[config.mk]
export PLATFORM = sky130hd
export DESIGN_NAME = asp_core
export DESIGN_NICKNAME = d
export VERILOG_FILES = /design/src/inc/asp_pkg.sv /design/src/rtl/asp_core.sv
export VERILOG_INCLUDE_DIRS = /design/src /design/src/inc
export SDC_FILE = /design/constraint.sdc
export NUM_CORES = 1
export LEC_CHECK = 0
export ABC_AREA = 1
export BUFFER_PORTS_ARGS = -buffer_cell sky130_fd_sc_hd__buf_2
export CAP_MARGIN = 20
export CELL_PAD_IN_SITES_DETAIL_PLACEMENT = 0
export CELL_PAD_IN_SITES_GLOBAL_PLACEMENT = 1
export CORE_MARGIN = 8
export CORE_UTILIZATION = 38
export CTS_CLUSTER_SIZE = 40
export DETAILED_ROUTE_END_ITERATION = 8
export GPL_TIMING_DRIVEN = 0
export PLACE_DENSITY = 0.8
export SLEW_MARGIN = 25
export SYNTH_ARGS = -nofsm -noshare
export SYNTH_HDL_FRONTEND = slang
export SYNTH_SLANG_ARGS = --single-unit
[constraint.sdc]
create_clock -name clk -period 1.95 [get_ports clk]
set_input_delay 0.0975 -clock clk [delete_from_list [all_inputs] [get_ports clk]]
set_output_delay 0.0975 -clock clk [all_outputs]
set_load 0.1 [all_outputs]
[src/inc/asp_regs.svh]
// Register offsets, field positions, reset values and bit timing of the serial channel.
`ifndef ASP_REGS_SVH
`define ASP_REGS_SVH
// ----------------------------------------------------------------
// Register byte offsets
// ----------------------------------------------------------------
`define ASP_ADDR_TXCTL 8'h00
`define ASP_ADDR_RXCTL 8'h04
`define ASP_ADDR_BAUD 8'h08
`define ASP_ADDR_TXDATA 8'h0C
`define ASP_ADDR_RXDATA 8'h10
`define ASP_ADDR_LATCH 8'h14
`define ASP_ADDR_DIR 8'h18
`define ASP_ADDR_STATUS 8'h1C
// ----------------------------------------------------------------
// Transmit control fields
// ----------------------------------------------------------------
`define ASP_TXC_CLKSRC 7
`define ASP_TXC_NINE 6
`define ASP_TXC_EN 5
`define ASP_TXC_SYNC 4
`define ASP_TXC_HIGH 2
`define ASP_TXC_NINTH 0
`define ASP_TXC_WMASK 8'hF5
// ----------------------------------------------------------------
// Receive control fields
// ----------------------------------------------------------------
`define ASP_RXC_SEN 7
`define ASP_RXC_NINE 6
`define ASP_RXC_SINGLE 5
`define ASP_RXC_CONT 4
`define ASP_RXC_ADDR 3
`define ASP_RXC_WMASK 8'hF8
// ----------------------------------------------------------------
// Port fields and reset values
// ----------------------------------------------------------------
`define ASP_LAT_OD 7
`define ASP_PIN_CK 1
`define ASP_PIN_DT 2
`define ASP_CTL_RESET 8'h00
`define ASP_DIR_RESET 8'hFF
// ----------------------------------------------------------------
// Baud ticks per bit time and last sync phase
// ----------------------------------------------------------------
`define ASP_TICKS_LOW 7'h40
`define ASP_TICKS_HIGH 7'h10
`define ASP_TICKS_SYNC 7'h04
`define ASP_SYNC_LAST 7'h03
`endif

[src/inc/asp_pkg.sv]
// Types shared by the serial channel and its bench.
package asp_pkg;
  typedef struct packed {
    logic psel;
    logic penable;
    logic pwrite;
    logic [7:0] paddr;
    logic [31:0] pwdata;
  } asp_apb_req_type;

  typedef struct packed {
    logic ckPin;
    logic dtPin;
  } asp_pins_in_type;

  typedef struct packed {
    logic ckO;
    logic ckOe;
    logic dtO;
    logic dtOe;
  } asp_pins_out_type;

  typedef struct packed {
    logic [7:0] txCtl;
    logic [7:0] rxCtl;
    logic [7:0] baud;
    logic [7:0] baudCnt;
    logic [7:0] txBuf;
    logic txBufFull;
    logic txBusy;
    logic [10:0] txShift;
    logic [3:0] txBits;
    logic [6:0] txPhase;
    logic rxBusy;
    logic [8:0] rxWord;
    logic [3:0] rxIdx;
    logic [6:0] rxPhase;
    logic [1:0] votes;
    logic [7:0] rxData;
    logic rxReady;
    logic frameErr;
    logic overrun;
    logic rxNinth;
    logic [7:0] portLatch;
    logic [7:0] portDir;
    logic [2:0] ckSync;
    logic [2:0] dtSync;
    logic [31:0] rdata;
    asp_pins_out_type pins;
  } asp_state_type;
endpackage : asp_pkg

[src/rtl/asp_core.sv]
// Addressable serial channel: async transceiver or sync master/slave behind an APB slave.
// How it works
// Three modes: async full duplex, sync master and sync slave, half duplex.
// Software sets serial enable; the channel then picks pin directions per mode.
// With serial enable set, the channel drives the pins it needs itself.
// Open-drain select makes the clock/transmit pin only pull low.
// Clock source bit picks master or slave in sync mode only.
// Transmit width bit picks nine-bit frames; ninth bit from control bit 0.
// Transmit enable starts sending; in sync mode receive enables win.
// Mode bit picks synchronous or asynchronous operation.
// High-speed bit sets async rate only; bit 3 reads zero.
// Shift-empty status reads one when idle, also after reset.
// Serial enable claims pins; clear holds the channel in reset.
// Receive width bit picks nine-bit reception.
// Single receive takes one word in sync master mode, then self-clears.
// Continuous receive enables async receiver; in sync it repeats words.
// Async nine-bit with address detect keeps only words with ninth bit set.
// Framing error flags a bad stop bit, renewed with each loaded word.
// Overrun error clears only when continuous receive or serial enable is cleared.
// Ninth received bit is stored; no parity is computed.
// Dedicated 8-bit free-running baud timer serves async and sync master.
// Writing the baud value restarts the timer at once.
// Bit rate is clock over 64, 16 or 4 times value plus one.
// Each async bit is sampled three times and decided by majority.
// Timer counts down, reloads at zero and emits one rate tick.
`include "asp_regs.svh"

module asp_core
  import asp_pkg::*;
(
  // Clock and reset
  input wire logic clk,
  input wire logic srst,
  // APB slave
  input asp_apb_req_type apbReq,
  output logic [31:0] prdata,
  output logic pready,
  output logic pslverr,
  // Shared pins
  input asp_pins_in_type pinIn,
  output asp_pins_out_type pinOut
);

  // ----------------------------------------------------------------
  // Helpers
  // ----------------------------------------------------------------
  // baud ticks per bit for the mode in use.
  function automatic logic [6:0] ticksPerBit(input logic syncMode, input logic high);
    if (syncMode) begin
      return `ASP_TICKS_SYNC;
    end else if (high) begin
      return `ASP_TICKS_HIGH;
    end else begin
      return `ASP_TICKS_LOW;
    end
  endfunction : ticksPerBit

  function automatic logic isMapped(input logic [7:0] addr);
    case (addr)
      `ASP_ADDR_TXCTL, `ASP_ADDR_RXCTL, `ASP_ADDR_BAUD, `ASP_ADDR_TXDATA,
      `ASP_ADDR_RXDATA, `ASP_ADDR_LATCH, `ASP_ADDR_DIR, `ASP_ADDR_STATUS: return 1'b1;
      default: return 1'b0;
    endcase
  endfunction : isMapped

  asp_state_type s_q;
  asp_state_type s_d;

  logic serEn;
  logic syncMode;
  logic master;
  logic rxMode;
  logic tick;
  logic ck;
  logic ckRise;
  logic ckFall;
  logic dt;
  logic access;
  logic txStep;
  logic rxBit;
  logic rxDone;
  logic rxFerr;
  logic [3:0] rxLen;
  logic [6:0] perBit;
  logic [6:0] mid;

  // ----------------------------------------------------------------
  // Next state
  // ----------------------------------------------------------------
  always_comb begin
    s_d = s_q;
    serEn = s_q.rxCtl[`ASP_RXC_SEN];
    // three modes.
    // mode select.
    syncMode = s_q.txCtl[`ASP_TXC_SYNC];
    // clock source only matters when synchronous.
    master = syncMode & s_q.txCtl[`ASP_TXC_CLKSRC];
    // single receive ignored unless sync master; R14 continuous covers both.
    rxMode = syncMode & (s_q.rxCtl[`ASP_RXC_CONT] | (master & s_q.rxCtl[`ASP_RXC_SINGLE]));
    // high-speed bit only reaches the async rate.
    perBit = ticksPerBit(syncMode, s_q.txCtl[`ASP_TXC_HIGH]);
    mid = perBit >> 1;
    // receive width.
    rxLen = s_q.rxCtl[`ASP_RXC_NINE] ? 4'h9 : 4'h8;
    rxBit = 1'b0;
    rxDone = 1'b0;
    rxFerr = 1'b0;
    txStep = 1'b0;
    // Logic reads the second stage of each synchroniser, and the clock's third stage for edges.
    s_d.ckSync = {s_q.ckSync[1:0], pinIn.ckPin};
    s_d.dtSync = {s_q.dtSync[1:0], pinIn.dtPin};
    ck = s_q.ckSync[1];
    dt = s_q.dtSync[1];
    ckRise = ck & ~s_q.ckSync[2];
    ckFall = ~ck & s_q.ckSync[2];

    // dedicated baud timer.
    // down-count, reload at zero and tick.
    tick = 1'b0;
    if (s_q.baudCnt == 8'h00) begin
      s_d.baudCnt = s_q.baud;
      tick = 1'b1;
    end else begin
      s_d.baudCnt = s_q.baudCnt - 8'h01;
    end

    // APB: read data is captured in the setup cycle, effects land in the access cycle.
    access = apbReq.psel & apbReq.penable;
    if (apbReq.psel & ~apbReq.penable) begin
      s_d.rdata = 32'h0000_0000;
      case (apbReq.paddr)
        // bit 3 reads zero; R10 empty status is the idle engine.
        `ASP_ADDR_TXCTL: s_d.rdata[7:0] = {s_q.txCtl[7:4], 1'b0, s_q.txCtl[2], ~s_q.txBusy,
                                           s_q.txCtl[0]};
        `ASP_ADDR_RXCTL: s_d.rdata[7:0] = {s_q.rxCtl[7:3], s_q.frameErr, s_q.overrun,
                                           s_q.rxNinth};
        `ASP_ADDR_BAUD: s_d.rdata[7:0] = s_q.baud;
        `ASP_ADDR_TXDATA: s_d.rdata[7:0] = s_q.txBuf;
        `ASP_ADDR_RXDATA: s_d.rdata[7:0] = s_q.rxData;
        `ASP_ADDR_LATCH: s_d.rdata[7:0] = s_q.portLatch;
        `ASP_ADDR_DIR: s_d.rdata[7:0] = s_q.portDir;
        `ASP_ADDR_STATUS: s_d.rdata[1:0] = {s_q.txBufFull, s_q.rxReady};
        default: s_d.rdata = 32'h0000_0000;
      endcase
    end
    if (access & apbReq.pwrite) begin
      case (apbReq.paddr)
        `ASP_ADDR_TXCTL: s_d.txCtl = apbReq.pwdata[7:0] & `ASP_TXC_WMASK;
        `ASP_ADDR_RXCTL: s_d.rxCtl = apbReq.pwdata[7:0] & `ASP_RXC_WMASK;
        `ASP_ADDR_BAUD: begin
          s_d.baud = apbReq.pwdata[7:0];
          // restart the timer so the new rate applies at once.
          s_d.baudCnt = apbReq.pwdata[7:0];
          tick = 1'b0;
        end
        `ASP_ADDR_TXDATA: begin
          s_d.txBuf = apbReq.pwdata[7:0];
          s_d.txBufFull = 1'b1;
        end
        `ASP_ADDR_LATCH: s_d.portLatch = apbReq.pwdata[7:0];
        `ASP_ADDR_DIR: s_d.portDir = apbReq.pwdata[7:0];
        default: s_d.portDir = s_d.portDir;
      endcase
    end
    if (access & ~apbReq.pwrite & (apbReq.paddr == `ASP_ADDR_RXDATA)) begin
      s_d.rxReady = 1'b0;
    end

    // ----------------------------------------------------------------
    // Transmitter
    // ----------------------------------------------------------------
    if (!s_q.txBusy) begin
      // Except in sync slave mode a frame starts on a rate tick, so its first bit lasts a full bit time.
      // transmit enable, overridden by receive enables in sync mode.
      if (s_q.txBufFull & s_q.txCtl[`ASP_TXC_EN] & ~rxMode & ~(syncMode & s_q.rxBusy) &
          (tick | (syncMode & ~master))) begin
        s_d.txBusy = 1'b1;
        s_d.txBufFull = access & apbReq.pwrite & (apbReq.paddr == `ASP_ADDR_TXDATA);
        s_d.txPhase = 7'h00;
        // nine-bit frames carry the ninth bit from the control register.
        if (syncMode) begin
          s_d.txShift = {2'b11, s_q.txCtl[`ASP_TXC_NINTH], s_q.txBuf};
          s_d.txBits = s_q.txCtl[`ASP_TXC_NINE] ? 4'h9 : 4'h8;
        end else if (s_q.txCtl[`ASP_TXC_NINE]) begin
          s_d.txShift = {1'b1, s_q.txCtl[`ASP_TXC_NINTH], s_q.txBuf, 1'b0};
          s_d.txBits = 4'hB;
        end else begin
          s_d.txShift = {2'b11, s_q.txBuf, 1'b0};
          s_d.txBits = 4'hA;
        end
      end
    end else begin
      if (syncMode & ~master) begin
        txStep = ckFall;
      end else if (tick) begin
        s_d.txPhase = (s_q.txPhase == perBit - 7'h01) ? 7'h00 : s_q.txPhase + 7'h01;
        txStep = (s_q.txPhase == perBit - 7'h01);
      end
      if (txStep) begin
        s_d.txShift = {1'b1, s_q.txShift[10:1]};
        s_d.txBits = s_q.txBits - 4'h1;
        s_d.txBusy = (s_q.txBits != 4'h1);
      end
    end

    // ----------------------------------------------------------------
    // Receiver
    // ----------------------------------------------------------------
    if (!syncMode) begin
      // continuous receive enables the async receiver; overrun stalls it.
      if (!s_q.rxBusy) begin
        if (tick & ~dt & s_q.rxCtl[`ASP_RXC_CONT] & ~s_q.overrun) begin
          s_d.rxBusy = 1'b1;
          s_d.rxPhase = 7'h00;
          s_d.rxIdx = 4'h0;
          s_d.rxWord = 9'h000;
        end
      end else if (tick) begin
        s_d.rxPhase = (s_q.rxPhase == perBit - 7'h01) ? 7'h00 : s_q.rxPhase + 7'h01;
        // three samples around mid-bit, majority decides.
        if (s_q.rxPhase == mid - 7'h01) begin
          s_d.votes[0] = dt;
        end
        if (s_q.rxPhase == mid) begin
          s_d.votes[1] = dt;
        end
        if (s_q.rxPhase == mid + 7'h01) begin
          rxBit = (s_q.votes[0] & s_q.votes[1]) | (dt & (s_q.votes[0] | s_q.votes[1]));
          s_d.rxIdx = s_q.rxIdx + 4'h1;
          if (s_q.rxIdx == 4'h0) begin
            s_d.rxBusy = ~rxBit;
          end else if (s_q.rxIdx <= rxLen) begin
            s_d.rxWord[s_q.rxIdx - 4'h1] = rxBit;
          end else begin
            // a low stop bit is a framing error.
            rxFerr = ~rxBit;
            rxDone = 1'b1;
            s_d.rxBusy = 1'b0;
          end
        end
      end
    end else if (rxMode) begin
      if (!s_q.rxBusy) begin
        s_d.rxBusy = 1'b1;
        s_d.rxPhase = 7'h00;
        s_d.rxIdx = 4'h0;
        s_d.rxWord = 9'h000;
      end else begin
        if (master & tick) begin
          s_d.rxPhase = (s_q.rxPhase == `ASP_SYNC_LAST) ? 7'h00 : s_q.rxPhase + 7'h01;
        end
        // Synchronised data lags the pin by two clocks, so sample late in the high half.
        if (master ? (tick & (s_q.rxPhase == `ASP_SYNC_LAST)) : ckRise) begin
          s_d.rxWord[s_q.rxIdx] = dt;
          s_d.rxIdx = s_q.rxIdx + 4'h1;
          if (s_q.rxIdx == rxLen - 4'h1) begin
            rxDone = 1'b1;
            s_d.rxBusy = 1'b0;
            s_d.rxWord = s_d.rxWord;
          end
        end
      end
    end else begin
      s_d.rxBusy = 1'b0;
    end

    if (rxDone) begin
      // single receive self-clears after one word.
      if (master & ~s_q.rxCtl[`ASP_RXC_CONT]) begin
        s_d.rxCtl[`ASP_RXC_SINGLE] = 1'b0;
      end
      // address detect drops async nine-bit words with ninth bit low.
      if (~(~syncMode & s_q.rxCtl[`ASP_RXC_NINE] & s_q.rxCtl[`ASP_RXC_ADDR] &
            ~s_d.rxWord[8])) begin
        if (s_q.rxReady & ~(s_d.rxReady == 1'b0 & s_q.rxReady)) begin
          s_d.overrun = 1'b1;
        end else begin
          s_d.rxData = s_d.rxWord[7:0];
          // ninth bit stored as received, no parity check.
          s_d.rxNinth = s_d.rxWord[8];
          // renewed with every word loaded into the buffer.
          s_d.frameErr = rxFerr;
          s_d.rxReady = 1'b1;
        end
      end
    end
    // overrun falls when continuous receive is cleared.
    if (!s_d.rxCtl[`ASP_RXC_CONT]) begin
      s_d.overrun = 1'b0;
    end

    // a cleared serial enable holds the channel in reset.
    if (!serEn) begin
      s_d.txBusy = 1'b0;
      s_d.txBufFull = 1'b0;
      s_d.rxBusy = 1'b0;
      s_d.rxReady = 1'b0;
      s_d.frameErr = 1'b0;
      s_d.overrun = 1'b0;
      s_d.baudCnt = s_d.baud;
    end

    // ----------------------------------------------------------------
    // Pins
    // ----------------------------------------------------------------
    if (serEn) begin
      // the channel takes each pin as output when its operation needs it.
      if (!syncMode) begin
        s_d.pins.ckO = s_d.txBusy ? s_d.txShift[0] : 1'b1;
        s_d.pins.ckOe = 1'b1;
        s_d.pins.dtOe = 1'b0;
      end else begin
        s_d.pins.ckO = master & (s_d.txBusy ? s_d.txPhase[1] : s_d.rxBusy & s_d.rxPhase[1]);
        s_d.pins.ckOe = master;
        s_d.pins.dtOe = s_d.txBusy;
      end
      s_d.pins.dtO = s_d.txShift[0];
    end else begin
      s_d.pins.ckO = s_d.portLatch[`ASP_PIN_CK];
      s_d.pins.ckOe = ~s_d.portDir[`ASP_PIN_CK];
      s_d.pins.dtO = s_d.portLatch[`ASP_PIN_DT];
      s_d.pins.dtOe = ~s_d.portDir[`ASP_PIN_DT];
    end
    // open drain: drive only the low level, release for high.
    if (s_d.portLatch[`ASP_LAT_OD]) begin
      s_d.pins.ckOe = s_d.pins.ckOe & ~s_d.pins.ckO;
      s_d.pins.ckO = 1'b0;
    end
  end

  // ----------------------------------------------------------------
  // State register
  // ----------------------------------------------------------------
  always_ff @(posedge clk) begin
    if (srst) begin
      s_q <= '0;
      s_q.txCtl <= `ASP_CTL_RESET;
      s_q.rxCtl <= `ASP_CTL_RESET;
      s_q.portDir <= `ASP_DIR_RESET;
      s_q.txShift <= '1;
      s_q.ckSync <= '1;
      s_q.dtSync <= '1;
    end else begin
      s_q <= s_d;
    end
  end

  // ----------------------------------------------------------------
  // Outputs
  // ----------------------------------------------------------------
  // The slave never waits, so a transfer is two cycles; unmapped offsets error out.
  assign pready = 1'b1;
  assign pslverr = access & ~isMapped(apbReq.paddr);
  assign prdata = s_q.rdata;
  assign pinOut = s_q.pins;

endmodule : asp_core

# After elaboration in Yosys (flattened, before gate mapping)
# Memory sizes are Yosys's and may differ from the RTL's.
# Cells that the tools add are included.
[op_classes] magnitude_cmp=5 bitwise_logic=62 eq_ne=23 n_mux=89 add_sub_neg=10 reduce_logical=24
[op_table] operator="$mux W21" n=4
[op_table] operator="$mux W14" n=4
[op_table] operator="$mux W7" n=8
[op_table] operator="$mux W16" n=3
[op_table] operator="$mux W23" n=2
[op_table] operator="$mux W1" n=45
[op_table] operator="$pmux W6 S7" n=1
[op_table] operator="$and A1 B1 Y1" n=34
[op_table] operator="$eq A8 B5 Y1 const B" n=4
[op_table] operator="$mux W8" n=4
[op_table] operator="$mux W31" n=1
[op_table] operator="$eq A7 B7 Y1" n=4
[op_table] operator="$mux W9" n=3
[op_table] operator="$mux W24" n=1
[op_table] operator="$not A1 Y1" n=24
[op_table] operator="$mux W20" n=1
[op_table] operator="$bwmux W9" n=2
[op_table] operator="$eq A8 B4 Y1 const B" n=2
[op_table] operator="$logic_not A8 Y1" n=2
[op_table] operator="$pmux W2 S8" n=1
[op_table] operator="$add A7 B1 Y7 const B" n=2
[op_table] operator="$mux W4" n=3
[op_table] operator="$reduce_and A2 Y1" n=6
[op_table] operator="$reduce_and A4 Y1" n=3
[op_table] operator="other kinds (32)" n=49
[word_totals] output_inout_bits=38 inputBits=47 romBits=32 reg_bits=127 memories=1 elab_cells=250
[memory_table] memory="(name not given)" depth=32 word_bits=1 read_ports=1 rd_clocked_by_memory_dff=0 wr=0 line_no="asp_core.sv:59" source="case (addr)"

# Logic depth before layout (Yosys ltp)
[logic_depth] ltp_word=21 mapped_depth=18 ltp_nobuf=17

# Worst setup path after synthesis
# No wires, ideal clock.
[synth_timing] kind="reg2reg" start="register s_q[79] (netlist name)" end="register s_q[60] (netlist name)" n_path_buf=1 arrival_ps=1994 required_time_ps=1837 setup_slack_ps=-156 synth_period_minus_slack_ps=2106 path_stages_with_launch=17 setup_ps=113 cell_sequence="dfxtp_1 -> inv_1 -> ha_1 -> inv_1 -> nand2_1 -> nand2_1 -> nand2_1 -> nand3_1 -> nor2_2 -> nand3_1 -> nand3_1 -> nand3_2 -> nand2_2 -> nand3_2 -> buf_6 -> nor2_1 -> nor2_1"
[synth_via] elab_chain_len=16 word_cells_on_any_way=46
[synth_rtl] item="start, declared" line_no="asp_core.sv:66" source="asp_state_type s_q;"
[synth_rtl] item="$sub A4 B1 Y4" line_no="asp_core.sv:233" source="s_d.rxWord[s_q.rxIdx - 4'h1] = rxBit;"
[synth_rtl] item="$lt A4 B5 Y1 (not written as such) / $ge A4 B1 Y1 (equally long branches)" line_no="asp_core.sv:233"
[synth_rtl] item="$logic_and A1 B1 Y1 (not written as such)" line_no="asp_core.sv:233"
[synth_rtl] item="$mux W1 (not written as such)" line_no="asp_core.sv:233"
[synth_rtl] item="$demux W1 S4" line_no="asp_core.sv:233"
[synth_rtl] item="$bwmux W9" line_no="asp_core.sv:233"
[synth_rtl] item="$mux W9" line_no="asp_core.sv:232" source="end else if (s_q.rxIdx <= rxLen) begin"
[synth_rtl] item="$mux W9" line_no="asp_core.sv:230" source="if (s_q.rxIdx == 4'h0) begin"
[synth_rtl] item="$mux W14" line_no="asp_core.sv:227" source="if (s_q.rxPhase == mid + 7'h01) begin"
[synth_rtl] item="$mux W23" line_no="asp_core.sv:218" source="end else if (tick) begin"
[synth_rtl] item="$mux W21" line_no="asp_core.sv:211" source="if (!s_q.rxBusy) begin"
[synth_rtl] item="$mux W21" line_no="asp_core.sv:209" source="if (!syncMode) begin"
[synth_rtl] item="$not A1 Y1" line_no="asp_core.sv:274" source="~s_d.rxWord[8])) begin"
[synth_rtl] item="$and A1 B1 Y1" line_no="asp_core.sv:273" source="if (~(~syncMode & s_q.rxCtl[`ASP_RXC_NINE] & s_q.rxCtl[`ASP_RXC_ADDR] &"
[synth_rtl] item="$not A1 Y1 (no line)"
[synth_rtl] item="$reduce_and A3 Y1 (no line)"
# Parallel ways exist; a longest one is shown, timed or not. The select of a mux whose other input is x is not followed.
# A chain may end at the register's enable or synchronous reset.

# Worst setup path in the final report
[layout_timing] start="register s_q[125] (netlist name)" end="register s_q (netlist bit pinOut[2])"
[layout_via] elab_chain_len=19 word_cells_on_any_way=40
[layout_rtl] item="$logic_not A8 Y1 (*)" line_no="asp_core.sv:120" source="if (s_q.baudCnt == 8'h00) begin"
[layout_rtl] item="$mux W1 (*)" line_no="asp_core.sv:120"
[layout_rtl] item="$mux W1" line_no="asp_core.sv:147" source="case (apbReq.paddr)"
[layout_rtl] item="$mux W1 (*)" line_no="asp_core.sv:146" source="if (access & apbReq.pwrite) begin"
[layout_rtl] item="$and A1 B1 Y1, on equally long branches" line_no="asp_core.sv:212, asp_core.sv:253"
[layout_rtl] item="$and A1 B1 Y1 / $mux W1 (equally long branches)" line_no="asp_core.sv:212, asp_core.sv:253"
[layout_rtl] item="$and A1 B1 Y1 / $mux W14 (equally long branches)" line_no="asp_core.sv:212, asp_core.sv:253"
[layout_rtl] item="$mux W21, on equally long branches" line_no="asp_core.sv:212, asp_core.sv:243"
[layout_rtl] item="[3 not listed]"
[layout_rtl] item="$and A1 B1 Y1" line_no="asp_core.sv:313" source="s_d.pins.ckO = master & (s_d.txBusy ? s_d.txPhase[1] : s_d.rxBusy & s_d.rxPhase[1]);"
[layout_rtl] item="$mux W1" line_no="asp_core.sv:313"
[layout_rtl] item="$and A1 B1 Y1" line_no="asp_core.sv:313"
[layout_rtl] item="$mux W2 (*)" line_no="asp_core.sv:308" source="if (!syncMode) begin"
[layout_rtl] item="$mux W4 (*)" line_no="asp_core.sv:306" source="if (serEn) begin"
[layout_rtl] item="$not A1 Y1 (*)" line_no="asp_core.sv:326" source="s_d.pins.ckOe = s_d.pins.ckOe & ~s_d.pins.ckO;"
[layout_rtl] item="$and A1 B1 Y1 (*)" line_no="asp_core.sv:326"
[layout_rtl] item="$mux W1 (*)" line_no="asp_core.sv:325" source="if (s_d.portLatch[`ASP_LAT_OD]) begin"
# Every way passes the cells marked *; elsewhere a longest branch is shown, timed or not. The select of a mux whose other input is x is not followed.

==> impl_metrics.tcl <==
set metrics [dict create \
    status "complete, but fails checks" \
    violations "setup timing" \
    min_from "apbReq[5]" \
    firstDrtPassIters 6 \
    port_buffers 34 \
    row_count 50 \
    numCtsBuffers 17 \
    p_leak_nw 4.25 \
    hold_path_class "input port to flip-flop" \
    synth-edff-count 0 \
    synth_xor_area_share_pct 0.957 \
    yosys_most_used_dff "dfxtp_1" \
    async_flop_share_pct 0 \
    synth_mux_area_share_pct 0 \
    io_pins 85 \
    synthAdderAreaFrac_pct 2.05 \
    via_count 7604 \
    cp_common_cell "nand2_2" \
    syn-cell-area_um2 7320 \
    cts_sinks 127 \
    ff2ff_setup_slack_ps -210 \
    finalPower_mw 6.39 \
    rr_worst_depth 17 \
    worst_slew_pin_slew_ps 869 \
    grt_antenna_before_repair 0 \
    period_needed_ps 2160 \
    synth.distinct_cells 50 \
    critPathMaxFanout 5 \
    grt_util_met1_pct 25.4 \
    synth-simple-area-share_pct 30.7 \
    cp_data_arrival_time_ps 2490 \
    grt_use_total_pct 19.6 \
    maxCapViolations 0 \
    power_density_nw_per_um2 647 \
    rr_startpoint "s_q[125]$_SDFF_PP0_" \
    worst_slack_ps -210 \
    finalSetupViolations 38 \
    grt_use_met3_pct 3.96 \
    ant_nets 0 \
    final_util_pct 52.5 \
    rsz0062_at_grt "true" \
    final_common_cell "nand2_1" \
    crit_buf_inv 4 \
    crit_slowest_cell "dfxtp_2" \
    slew_headroom_pct 42.1 \
    n_antenna_cell 0 \
    cts_max_path_buffers 2 \
    grt_pass1_vias 7099 \
    via_per_inst 5.02 \
    critPathRequiredTime_ps 2280 \
    wl_per_cell_um 16.1 \
    crit_chain "inv_2 > ha_4 > nand3_4 > nor2_4 > buf_12 > buf_6 > nand3_4 > o21bai_4 > nand3_2 > nand2_4 > nor2_1 > nor2_1 > nand2_2 > nand2_2 > nand3_2 > nand2_2 > inv_1" \
    synth_top_family_by_area "simple AND/OR/NAND/NOR gates" \
    h-tree-depth 4 \
    path_class "flip-flop to flip-flop" \
    clk_pin_slew_ps 70 \
    timing.hold.ws_ps 26.7 \
    syn_to_final_growth_pct 34.9 \
    yosysTopAreaCell "dfxtp_1" \
    route.detailed.drc 0 \
    core_area_um2 18800 \
    yosysWarningCount 0 \
    place_congestion 0.915 \
    drtIter0Drc 600 \
    dp_cells 1418 \
    avgSynthCellArea_um2 6.65 \
    clock.fmax_ghz 0.463 \
    hold_viol_final 0 \
    critPathTopFamily "simple AND/OR/NAND/NOR gates" \
    final_cells 1515 \
    synthCells 1101 \
    path_depth 17 \
    clk_latency_ps 430 \
    grt_max_degree 17 \
    ys_seq_area_share_pct 34.7 \
    drt_wl_total_um 24400 \
    slew_violations 0 \
    start_util_pct 38.9 \
    place_hpwl_um 17000 \
    die_area_um2 24000 \
    ys_seq_elements 127 \
    critPathCaptureType "flip-flop" \
    hold_end "s_q[138]$_SDFF_PP0_" \
    final_cell_mix "215 x nand2_1, 148 x inv_1, 117 x dfxtp_1" \
    crit_path_start_kind "flip-flop" \
    worstReg2RegEnd "pinOut[2]$_SDFF_PP0_" \
    drive_gt1_share_pct 28.3 \
    die_w_um 155 \
    grt-ovfl-total 0 \
    die_height_um 155 \
    yosys.area.top_type_share_pct 34.7 \
    fin_worst_skew_ps 8.97 \
    max_stage_delay_ps 330 \
    cts-root-buf "clkbuf_16" \
    worstHoldPathCells 3 \
    synth_compound_area_share_pct 17.0 \
    met2_usage_pct 31.2 \
    cts_tree "yes" \
    yosys-top-cells-area "dfxtp_1 35%, nand2_1 13%, inv_1 8.1%, nor2_1 6.1%, nand3_1 4.5%" \
    ir_drop_mv 0.592 \
    timing.final.crit_share_pct 111 \
    grt_pass1_wl_um 37000 \
    top_usage_layer "met2" \
    layout.nets 1301 \
]
## routing by layer
metal  routed length, µm  share of wire [%]
met1               11000                 45
met2               11300                 46
met3                1400                5.7
met4                 637                2.6
met5                   0                  0
## layout make-up
class,count,area (µm²)
repair buffers,99,766
inverters,170,662
clock inverters,14,169
plain buffers,66,455
flip-flops and latches,127,2560
fillers,1824,8950
well taps,260,325
clock buffers,18,439
multi-input cells,761,4500
## where the power goes
| part | internal [mW] | leakage (nW) | total (mW) | switching [mW] |
|---|---|---|---|---|
| Clock | 1.96 | 0.297 | 3.34 | 1.38 |
| Combinational | 0.0877 | 2.92 | 0.449 | 0.361 |
| Sequential | 2.60 | 1.03 | 2.60 | 0.00202 |
| Total | 4.65 | 4.25 | 6.39 | 1.74 |
## kinds of logic after synthesis
family                     Yosys count
buffers and inverters              236
other                                2
xor gates and xnor gates             8
AOI/OAI and AO/OA                  207
and+or+nand+nor                    509
adders and majority gates           12
DFF                                127
## state kept, by name (all words and copies together), names as in the netlist
name    count
s_q       111
prdata      8
pinOut      4
s_d         2
ck          1
dt          1
## timing repair
action | 4_1_cts | 5_1_grt
cloned | 1 | 1
setup buffers | 34 | 26
gates resized for setup | 102 | 126
endpoints found under the setup margin | 60 | 57
pin swaps | 29 | 43
hold endpoints to repair | 7 | 0
hold buffers | 5 | 0
## how the worst max path moves through the flow
stage	endpoint	from
finish	pinOut[2]$_SDFF_PP0_	s_q[125]$_SDFF_PP0_
global route	s_q[69]$_SDFFE_PP0P_	s_q[125]$_SDFF_PP0_
CTS	s_q[60]$_SDFFE_PP0P_	s_q[126]$_SDFF_PP0_
detailed placement	pinOut[2]$_SDFF_PP0_	s_q[125]$_SDFF_PP0_
global placement	pinOut[2]$_SDFF_PP0_	s_q[125]$_SDFF_PP0_
floorplan	s_q[60]$_SDFFE_PP0P_	s_q[80]$_SDFFE_PP0P_
## worst register-to-register path, stage by stage (launching register included)
cell      delay, ps
dfxtp_2         330
inv_2            70
ha_4            150
nand3_4          70
nor2_4          130
buf_12          140
buf_6           110
nand3_4          70
o21bai_4        180
nand3_2         120
nand2_4         150
nor2_1           60
nor2_1          120
nand2_2          90
nand2_2         100
nand3_2          80
nand2_2          70
inv_1            40
## per-stage QoR
step	instance area (µm²)	TNS (ps)	setup WS, ps
after floorplan	7430	0	5.02
after global routing	9880	-10790	-374
after detailed placement	7920	-18550	-631
after global placement	7920	-18100	-609
final	9880	-4800	-210
after CTS	9220	-2790	-176
## Yosys cell counts, types with 2 or more instances
master,instances
nand4_1,16
inv_2,11
o31ai_1,2
nand2_1,244
a22oi_1,2
inv_1,158
a31oi_1,7
buf_2,7
o21ai_2,2
nor3_1,21
nor4_1,3
nand2_2,7
xor2_1,7
buf_6,2
dfxtp_1,127
o2111ai_1,9
nand3_2,4
o21ai_1,6
a221oi_1,9
o41ai_1,4
buf_4,40
nor2_4,7
nor2_2,7
a211oi_1,9
o22ai_1,14
or2_2,9
o211ai_1,9
conb_1,2
a21oi_1,65
nand3_1,66
nor2_1,119
nand3_4,2
ha_1,12
clkbuf_1,16
o21ai_0,61
No activity file was read; power rests on OpenSTA's default activity.
